`config.mk`:
```
export PLATFORM = sky130hd
export DESIGN_NAME = bmm_exec
export DESIGN_NICKNAME = d
export VERILOG_FILES = /design/src/pkg/bmm_pkg.sv /design/src/rtl/bmm_addr_resolve.sv /design/src/rtl/bmm_exec.sv
export VERILOG_INCLUDE_DIRS = /design/src /design/src/pkg
export SDC_FILE = /design/constraint.sdc
export NUM_CORES = 1
export LEC_CHECK = 0
export ABC_AREA = 1
export BUFFER_PORTS_ARGS = -buffer_cell sky130_fd_sc_hd__buf_2
export CAP_MARGIN = 20
export CORE_ASPECT_RATIO = 1.4
export CORE_UTILIZATION = 30
export CTS_CLUSTER_SIZE = 8
export DETAILED_ROUTE_END_ITERATION = 8
export GPL_TIMING_DRIVEN = 0
export PLACE_DENSITY_LB_ADDON = 0.1
export SLEW_MARGIN = 20
export SYNTH_ARGS = -nofsm -noshare
export SYNTH_HDL_FRONTEND = slang
export SYNTH_HIERARCHICAL = 1
export SYNTH_SLANG_ARGS = --single-unit
```
`constraint.sdc`:
```
create_clock -name I_CLK -period 5.19 [get_ports I_CLK]
set_input_delay 0.2595 -clock I_CLK [delete_from_list [all_inputs] [get_ports I_CLK]]
set_output_delay 0.2595 -clock I_CLK [all_outputs]
set_load 0.02 [all_outputs]
```
`src/pkg/bmm_consts.svh`:
```
// Opcode patterns, field positions, reset values and phase timing for the byte move/multiply execution block.
// Assumes a 16-bit instruction word and a 12-bit data-memory byte address.
`ifndef BMM_CONSTS_SVH
`define BMM_CONSTS_SVH

// ==========================================
// Opcode patterns
`define BMM_OP_LIT_HI      8'h0E
`define BMM_OP_MULLIT_HI   8'h0D
`define BMM_OP_STORE_HI    7'h37
`define BMM_OP_MULFILE_HI  7'h01

// ==========================================
// Field positions
`define BMM_OP8_MSB        15
`define BMM_OP8_LSB        8
`define BMM_OP7_LSB        9
`define BMM_ABIT_POS       8
`define BMM_FIELD_MSB      7

// ==========================================
// Addressing
`define BMM_IDX_LIMIT      8'h5F
`define BMM_ACCESS_SPLIT   8'h80
`define BMM_ACCESS_LO_BANK 4'h0
`define BMM_ACCESS_HI_BANK 4'hF

// ==========================================
// Reset values
`define BMM_ACC_RST        8'h00
`define BMM_PROD_RST       16'h0000

// ==========================================
// Timing
`define BMM_CLK_NS         8
`define BMM_PHASES         4

`endif

```
`src/pkg/bmm_pkg.sv`:
```
// Types shared by the byte move/multiply execution block.
// Assumes bmm_consts.svh is compiled alongside.
package bmm_pkg;

  // ==========================================
  // Instruction cycle phases
  typedef enum logic [3:0] {
    BMM_Q1 = 4'h1,
    BMM_Q2 = 4'h2,
    BMM_Q3 = 4'h4,
    BMM_Q4 = 4'h8
  } bmm_phase_t;

  // ==========================================
  // Decoded operation
  typedef enum logic [4:0] {
    BMM_OP_NONE    = 5'h01,
    BMM_OP_LIT     = 5'h02,
    BMM_OP_STORE   = 5'h04,
    BMM_OP_MULLIT  = 5'h08,
    BMM_OP_MULFILE = 5'h10
  } bmm_op_t;

  typedef struct packed {
    bmm_op_t    op;
    logic       access_sel;
    logic [7:0] field;
    logic [11:0] addr;
  } bmm_dec_t;

  // ==========================================
  // Data-memory request
  typedef struct packed {
    logic [11:0] addr;
    logic [7:0]  wdata;
    logic        rd;
    logic        wr;
  } bmm_mem_req_t;

endpackage : bmm_pkg

```
`src/rtl/bmm_addr_resolve.sv`:
```
// Resolves an 8-bit file field and access bit into a 12-bit data-memory address.
// Assumes bank select and index base are stable during the decode phase.
`timescale 1ns/1ns
`include "bmm_consts.svh"

module bmm_addr_resolve (
  input  wire logic [7:0]  i_field,
  input  wire logic        i_access_sel,
  input  wire logic        i_ext_en,
  input  wire logic [3:0]  i_bank_sel,
  input  wire logic [11:0] i_index_base,
  output logic      [11:0] o_addr,
  output logic             o_indexed
);

  // ==========================================
  // Address selection
  wire logic        idx_hit;
  wire logic        low_half;
  wire logic [11:0] bank_addr;
  wire logic [11:0] access_addr;
  wire logic [11:0] index_addr;

  assign idx_hit     = (i_field <= `BMM_IDX_LIMIT);
  assign o_indexed   = !i_access_sel && i_ext_en && idx_hit;
  assign low_half    = (i_field < `BMM_ACCESS_SPLIT);
  // Every field value 0..255 maps somewhere; nothing is refused
  assign bank_addr   = {i_bank_sel, i_field};
  assign access_addr = {low_half ? `BMM_ACCESS_LO_BANK : `BMM_ACCESS_HI_BANK, i_field};
  // Wraps modulo 4K, as the data space does
  assign index_addr  = i_index_base + {4'h0, i_field};
  assign o_addr      = o_indexed    ? index_addr :
                       i_access_sel ? bank_addr  : access_addr;

endmodule // bmm_addr_resolve

```
`src/rtl/bmm_exec.sv`:
```
// Execution logic for literal load, store of the working register and unsigned multiply.
// Assumes the core presents one instruction word in phase one and a data memory with one-cycle read latency.
`timescale 1ns/1ns
`include "bmm_consts.svh"

// How it works
// - Literal-load opcode 0x0E puts its 8-bit literal into the working register.
// - Store copies the working register to the addressed byte; register unchanged.
// - Any file address 0 to 255 is accepted within the selected bank.
// - Access bit 0 resolves the address in the access bank.
// - Access bit 1 uses the bank select register to choose the bank.
// - Access bit 0, extended set on, address up to 0x5F: indexed offset mode.
// - Store is recognised from upper bits 0110111, access bit, 8-bit address.
// - Store leaves every arithmetic status flag untouched.
module bmm_exec #(
  parameter int unsigned DATA_W = 8
) (
  input  wire logic                 I_CLK,
  input  wire logic                 I_SYS_RST,
  input  wire logic                 I_INSTR_VALID,
  input  wire logic [15:0]          I_INSTR,
  input  wire logic                 I_EXT_EN,
  input  wire logic [3:0]           I_BANK_SEL,
  input  wire logic [11:0]          I_INDEX_BASE,
  input  wire logic [DATA_W-1:0]    I_MEM_RDATA,
  output bmm_pkg::bmm_mem_req_t     O_MEM_REQ,
  output bmm_pkg::bmm_phase_t       O_PHASE,
  output logic      [DATA_W-1:0]    O_ACC,
  output logic      [DATA_W-1:0]    O_PROD_HI,
  output logic      [DATA_W-1:0]    O_PROD_LO,
  output logic                      O_FLAGS_WE,
  output logic                      O_DONE,
  output logic                      O_ILLEGAL
);

  // ==========================================
  // Phase sequencer
  bmm_pkg::bmm_phase_t phase_r;
  bmm_pkg::bmm_phase_t phase_nxt;

  always_comb begin
    case (phase_r)
      bmm_pkg::BMM_Q1: phase_nxt = bmm_pkg::BMM_Q2;
      bmm_pkg::BMM_Q2: phase_nxt = bmm_pkg::BMM_Q3;
      bmm_pkg::BMM_Q3: phase_nxt = bmm_pkg::BMM_Q4;
      bmm_pkg::BMM_Q4: phase_nxt = bmm_pkg::BMM_Q1;
      default:         phase_nxt = bmm_pkg::BMM_Q1;
    endcase
  end

  always_ff @(posedge I_CLK) begin
    if (I_SYS_RST) begin
      phase_r <= bmm_pkg::BMM_Q1;
    end else begin
      phase_r <= phase_nxt;
    end
  end

  wire logic in_q1;
  wire logic in_q2;
  wire logic in_q3;
  wire logic in_q4;

  assign in_q1 = (phase_r == bmm_pkg::BMM_Q1);
  assign in_q2 = (phase_r == bmm_pkg::BMM_Q2);
  assign in_q3 = (phase_r == bmm_pkg::BMM_Q3);
  assign in_q4 = (phase_r == bmm_pkg::BMM_Q4);

  // ==========================================
  // Decode
  wire logic [7:0]      op8;
  wire logic [6:0]      op7;
  wire logic            is_lit;
  wire logic            is_mullit;
  wire logic            is_store;
  wire logic            is_mulfile;
  wire logic [7:0]      field;
  wire logic            access_sel;
  wire logic [11:0]     res_addr;
  bmm_pkg::bmm_op_t     dec_op;

  assign op8        = I_INSTR[`BMM_OP8_MSB:`BMM_OP8_LSB];
  assign op7        = I_INSTR[`BMM_OP8_MSB:`BMM_OP7_LSB];
  assign field      = I_INSTR[`BMM_FIELD_MSB:0];
  assign access_sel = I_INSTR[`BMM_ABIT_POS];
  assign is_lit     = (op8 == `BMM_OP_LIT_HI);
  assign is_mullit  = (op8 == `BMM_OP_MULLIT_HI);
  assign is_store   = (op7 == `BMM_OP_STORE_HI);
  assign is_mulfile = (op7 == `BMM_OP_MULFILE_HI);
  assign dec_op     = is_lit     ? bmm_pkg::BMM_OP_LIT     :
                      is_mullit  ? bmm_pkg::BMM_OP_MULLIT  :
                      is_store   ? bmm_pkg::BMM_OP_STORE   :
                      is_mulfile ? bmm_pkg::BMM_OP_MULFILE : bmm_pkg::BMM_OP_NONE;

  bmm_addr_resolve u_addr (
    .i_field      (field),
    .i_access_sel (access_sel),
    .i_ext_en     (I_EXT_EN),
    .i_bank_sel   (I_BANK_SEL),
    .i_index_base (I_INDEX_BASE),
    .o_addr       (res_addr),
    .o_indexed    ()
  );

  bmm_pkg::bmm_dec_t dec_r;
  bmm_pkg::bmm_dec_t dec_nxt;
  wire logic         take;

  // Word is only taken in Q1; a valid outside Q1 is ignored
  assign take = in_q1 && I_INSTR_VALID;

  always_comb begin
    dec_nxt = dec_r;
    if (take) begin
      dec_nxt.op         = dec_op;
      dec_nxt.access_sel = access_sel;
      dec_nxt.field      = field;
      dec_nxt.addr       = res_addr;
    end else if (in_q1) begin
      // Clear the word too, or an idle group would flag stale bits as illegal
      dec_nxt.op         = bmm_pkg::BMM_OP_NONE;
      dec_nxt.access_sel = 1'b0;
      dec_nxt.field      = 8'h00;
    end
  end

  always_ff @(posedge I_CLK) begin
    if (I_SYS_RST) begin
      dec_r <= '{op: bmm_pkg::BMM_OP_NONE, access_sel: 1'b0, field: 8'h00, addr: 12'h000};
    end else begin
      dec_r <= dec_nxt;
    end
  end

  // ==========================================
  // Operand path
  wire logic is_file_mul;
  wire logic is_store_r;
  logic [DATA_W-1:0] opnd_r;
  logic              pend_r;

  assign is_file_mul = (dec_r.op == bmm_pkg::BMM_OP_MULFILE);
  assign is_store_r  = (dec_r.op == bmm_pkg::BMM_OP_STORE);

  always_ff @(posedge I_CLK) begin
    if (I_SYS_RST) begin
      opnd_r <= '0;
      pend_r <= 1'b0;
    end else begin
      pend_r <= in_q1 && take;
      if (in_q3) begin
        opnd_r <= is_file_mul ? I_MEM_RDATA : dec_r.field[DATA_W-1:0];
      end
    end
  end

  // ==========================================
  // Memory request
  bmm_pkg::bmm_mem_req_t mem_r;
  bmm_pkg::bmm_mem_req_t mem_nxt;
  logic [DATA_W-1:0]     acc_r;

  always_comb begin
    mem_nxt    = mem_r;
    mem_nxt.rd = 1'b0;
    mem_nxt.wr = 1'b0;
    if (in_q1 && take) begin
      mem_nxt.addr = res_addr;
      // Store also reads in Q2; the data is dropped but the read cycle matches the core's
      mem_nxt.rd   = is_store || is_mulfile;
    end
    if (in_q3 && is_store_r) begin
      mem_nxt.wdata = acc_r;
      mem_nxt.wr    = 1'b1;
    end
  end

  always_ff @(posedge I_CLK) begin
    if (I_SYS_RST) begin
      mem_r <= '{addr: 12'h000, wdata: 8'h00, rd: 1'b0, wr: 1'b0};
    end else begin
      mem_r <= mem_nxt;
    end
  end

  // ==========================================
  // Unsigned multiplier, one shifted partial product per multiplier bit
  logic [2*DATA_W-1:0] part [DATA_W];
  logic [2*DATA_W-1:0] sum  [DATA_W+1];

  assign sum[0] = '0;

  genvar gi;
  generate
    for (gi = 0; gi < DATA_W; gi++) begin : g_pp
      assign part[gi]  = opnd_r[gi] ? ({{DATA_W{1'b0}}, acc_r} << gi) : '0;
      assign sum[gi+1] = sum[gi] + part[gi];
    end
  endgenerate

  // ==========================================
  // Working register and product pair
  logic [2*DATA_W-1:0] prod_r;
  logic                done_r;
  logic                illegal_r;
  wire logic           do_lit;
  wire logic           do_mul;

  assign do_lit = in_q4 && (dec_r.op == bmm_pkg::BMM_OP_LIT);
  assign do_mul = in_q4 && (dec_r.op == bmm_pkg::BMM_OP_MULLIT || is_file_mul);

  always_ff @(posedge I_CLK) begin
    if (I_SYS_RST) begin
      acc_r <= `BMM_ACC_RST;
    end else if (do_lit) begin
      acc_r <= dec_r.field[DATA_W-1:0];
    end
  end

  always_ff @(posedge I_CLK) begin
    if (I_SYS_RST) begin
      prod_r <= `BMM_PROD_RST;
    end else if (do_mul) begin
      prod_r <= sum[DATA_W];
    end
  end

  // Done and illegal are one-cycle pulses during the next Q1
  always_ff @(posedge I_CLK) begin
    if (I_SYS_RST) begin
      done_r    <= 1'b0;
      illegal_r <= 1'b0;
    end else begin
      done_r    <= in_q4 && (dec_r.op != bmm_pkg::BMM_OP_NONE) && !pend_r;
      illegal_r <= in_q4 && (dec_r.op == bmm_pkg::BMM_OP_NONE) && (dec_r.field != 8'h00 || dec_r.access_sel);
    end
  end

  // ==========================================
  // Outputs
  assign O_MEM_REQ  = mem_r;
  assign O_PHASE    = phase_r;
  assign O_ACC      = acc_r;
  assign O_PROD_HI  = prod_r[2*DATA_W-1:DATA_W];
  assign O_PROD_LO  = prod_r[DATA_W-1:0];
  // None of these instructions touches a status flag
  assign O_FLAGS_WE = 1'b0;
  assign O_DONE     = done_r;
  assign O_ILLEGAL  = illegal_r;

endmodule // bmm_exec

```
==> results.yml <==
die:
  die_area_um2: 19900
  core_area_um2: 18800
  io_pins: 97
  die_h_um: 166
  start_util: 0.309
  rows: 59
  fp.dieW_um: 119
logic_synthesis:
  synth_seq_area_share: 0.259
  yosys.cell_count.top_type: "nand2_1"
  yosysWarnings: 6
  synth_nets: 933
  yosysUniqueCellTypes: 42
  ys.flop_type: "dfxtp_1"
  syn_area_per_cell_um2: 7.14
  synth-xor-area-share: 0.0121
  synth_top_area_frac: 0.259
  synthMuxAreaShare: 0
  synth_common_cells: "203 x nand2_1, 149 x inv_1, 75 x dfxtp_1"
  synthCells: 811
  async_reset_ff_frac: 0
  synth-seq-cells: 75
  synth_top_family_by_area: "simple AND/OR/NAND/NOR gates"
  synthAdderAreaFrac: 0.219
  syn_area_um2: 5790
  synth_compound_area_frac: 0.101
  synth-edff-count: 0
  synth_top_area_cell: "dfxtp_1"
  synthSimpleGateAreaFrac: 0.273
  synth_area_leaders: "dfxtp_1 26%, fa_1 13%, nand2_1 13%"
finish:
  n_antenna_cell: 0
  nets: 1038
  fin_util: 0.367
  fin_area_um2: 6880
  syn_to_final_growth_pct: 18.9
  drive_gt1_frac: 0.174
drt:
  vias: 5200
  ant_nets: 0
  avgRoutedWirePerCell_um: 13.8
  viasPerCell: 4.46
  dr.pass1.iters: 4
  drtIter0Drc: 163
  wl_um: 16100
  drc_errors: 0
sta:
  fmax_ghz: 0.225
  finalCritPeriodShare: 0.857
  skew_ns: 0.00925
  hold_viol: 0
  setup_viol: 0
  fin_setup_tns_ns: 0
  slew_viol_final: 0
  tightestPinTransition_ns: 0.688
  relSlewSlack: 0.541
  finalCriticalPeriod_ns: 4.45
  rsz0062_at_grt: "no"
clock_tree:
  clk_pin_slew_ns: 0.06
  post_cts_buffers: 0
  ctsHoldBuffers: 0
  clkSinkCount: 75
  cts_buffers: 9
  clk_path_buf_depth: 2
  ctsResizeCount: 0
  cts_tree: "yes"
  cts_max_level: 3
  root_buffer: "clkbuf_16"
  worstSkewPairLatency_ns: 0.35
critical_path:
  path_class: "flip-flop to flip-flop"
  endpoint_kind: "flip-flop"
  cp-start-kind: "flip-flop"
  arrival_ns: 4.70
  path_max_fanout: 10
  cp.required_ns: 5.44
pwr:
  clkPwrFrac: 0.434
  ir_worst_vdd_uv: 137
  power_density_nw_per_um2: 225
  swShare: 0.304
  seqPwrFrac: 0.397
  p_total_mw: 1.55
  switchingPower_mw: 0.470
  pwr-share-comb: 0.169
  internal_power_mw: 1.08
  leakage_nw: 3.77
run:
  maxCapViolCount: 0
placed_design:
  dpl_cell_area_um2: 6560
  dp_hpwl_um: 13400
  gp_congestion: 0.818
  port-buffer-count: 94
global_routing:
  grt_start_max_net_pins: 17
  grt_pass1_vias: 5499
  antenna_found_initial: 1
  gr-total-overflow: 0
  grt_pass1_wl_um: 26900
  globalRouteTotalUtil: 0.173
outcome:
  status: "complete, no violations"
worst_hold_path:
  worstHoldPathType: "input pin to flip-flop"
==> registers in the layout (all words and copies together) (netlist names) <==
name,count
O_ACC,8
O_DONE,1
O_ILLEGAL,1
O_MEM_REQ,22
O_PHASE,4
dec_r,14
opnd_r,8
pend_r,1
prod_r,16
==> per-stage QoR <==
stage | cells | hold WS [ns] | setup WS [ns]
after global routing | 1165 | 0.195 | 0.449
after CTS | 1165 | 0.153 | 0.702
after detailed placement | 1149 | 0.381 | 0.721
after global placement | 1149 | 0.377 | 0.749
final | 1165 | 0.163 | 0.741
after floorplan | 811 | 0.372 | 1.10
==> routing by layer <==
metal,share of wire,global-route usage
met1,0.39,0.176
met2,0.55,0.344
met3,0.035,0.0326
met4,0.020,0.0582
met5,0.00081,0
==> worst max-delay path: stages (launching register included) <==
cell      delay, ns
dfxtp_1        0.33
clkbuf_1       0.50
nand2_1        0.16
fa_1           0.52
fa_1           0.49
inv_1          0.05
fa_1           0.52
inv_1          0.05
fa_1           0.53
inv_1          0.04
ha_1           0.35
a21oi_1        0.33
nor2_1         0.07
nor2_1         0.13
nand2_1        0.06
nand2_1        0.05
nand3_1        0.05
nand2_1        0.07
inv_1          0.03
==> path summary, 6_finish.rpt <==
check	start	end	slack, ns	depth (start not counted)
hold reg to reg	pend_r	O_DONE	0.40	1
setup reg to reg	O_ACC[5]	prod_r[12]	0.74	18
setup / recovery	O_ACC[5]	prod_r[12]	0.74	18
hold / removal	I_INSTR[0]	dec_r[12]	0.16	3
==> layout make-up <==
type                       instances  area, um2
buffer                            32        176
clock buffer                       9        225
clock inverter                     7       92.6
fill                            2103      11900
inverter                         158        604
multi-input combinational        546       3500
sequential                        75       1500
tap                              244        305
timing repair buffer              94        470
==> power by group through the flow <==
stage                     sequential [mW]  combinational (mW)  clock (mW)
after floorplan                     0.644               0.156           0
after global placement              0.627               0.266           0
after detailed placement            0.627               0.265           0
after CTS                           0.614               0.266       0.690
after global routing                0.618               0.292       0.719
final                               0.614               0.261       0.671
==> placed cells by master, fill, tap and decap left out, types with 3 or more instances in the layout <==
master / instances
inv_2: 4
inv_1: 149
clkbuf_1: 20
clkbuf_16: 9
nor2_2: 6
buf_2: 97
nand2_2: 5
o21ai_1: 11
dfxtp_1: 75
nand2_1: 203
xnor2_1: 5
a21oi_1: 32
nand3_2: 4
ha_1: 39
o32ai_1: 3
nor3_1: 4
inv_8: 4
buf_6: 6
fa_1: 39
nor2_4: 5
nor2_1: 68
nand3_1: 42
o21ai_0: 28
a21oi_2: 4
nand4_1: 15
nand2_4: 3
o211ai_1: 15
xor2_1: 3
==> cells by family after synthesis <==
| kind of cell | count (synthesis) |
|---|---|
| other | 1 |
| xor gates and xnor gates | 8 |
| DFF | 75 |
| adders and majority gates | 78 |
| AOI/OAI and AO/OA | 100 |
| and+or+nand+nor | 359 |
| buffers and inverters | 190 |
No activity file was read; power rests on OpenSTA's default activity.
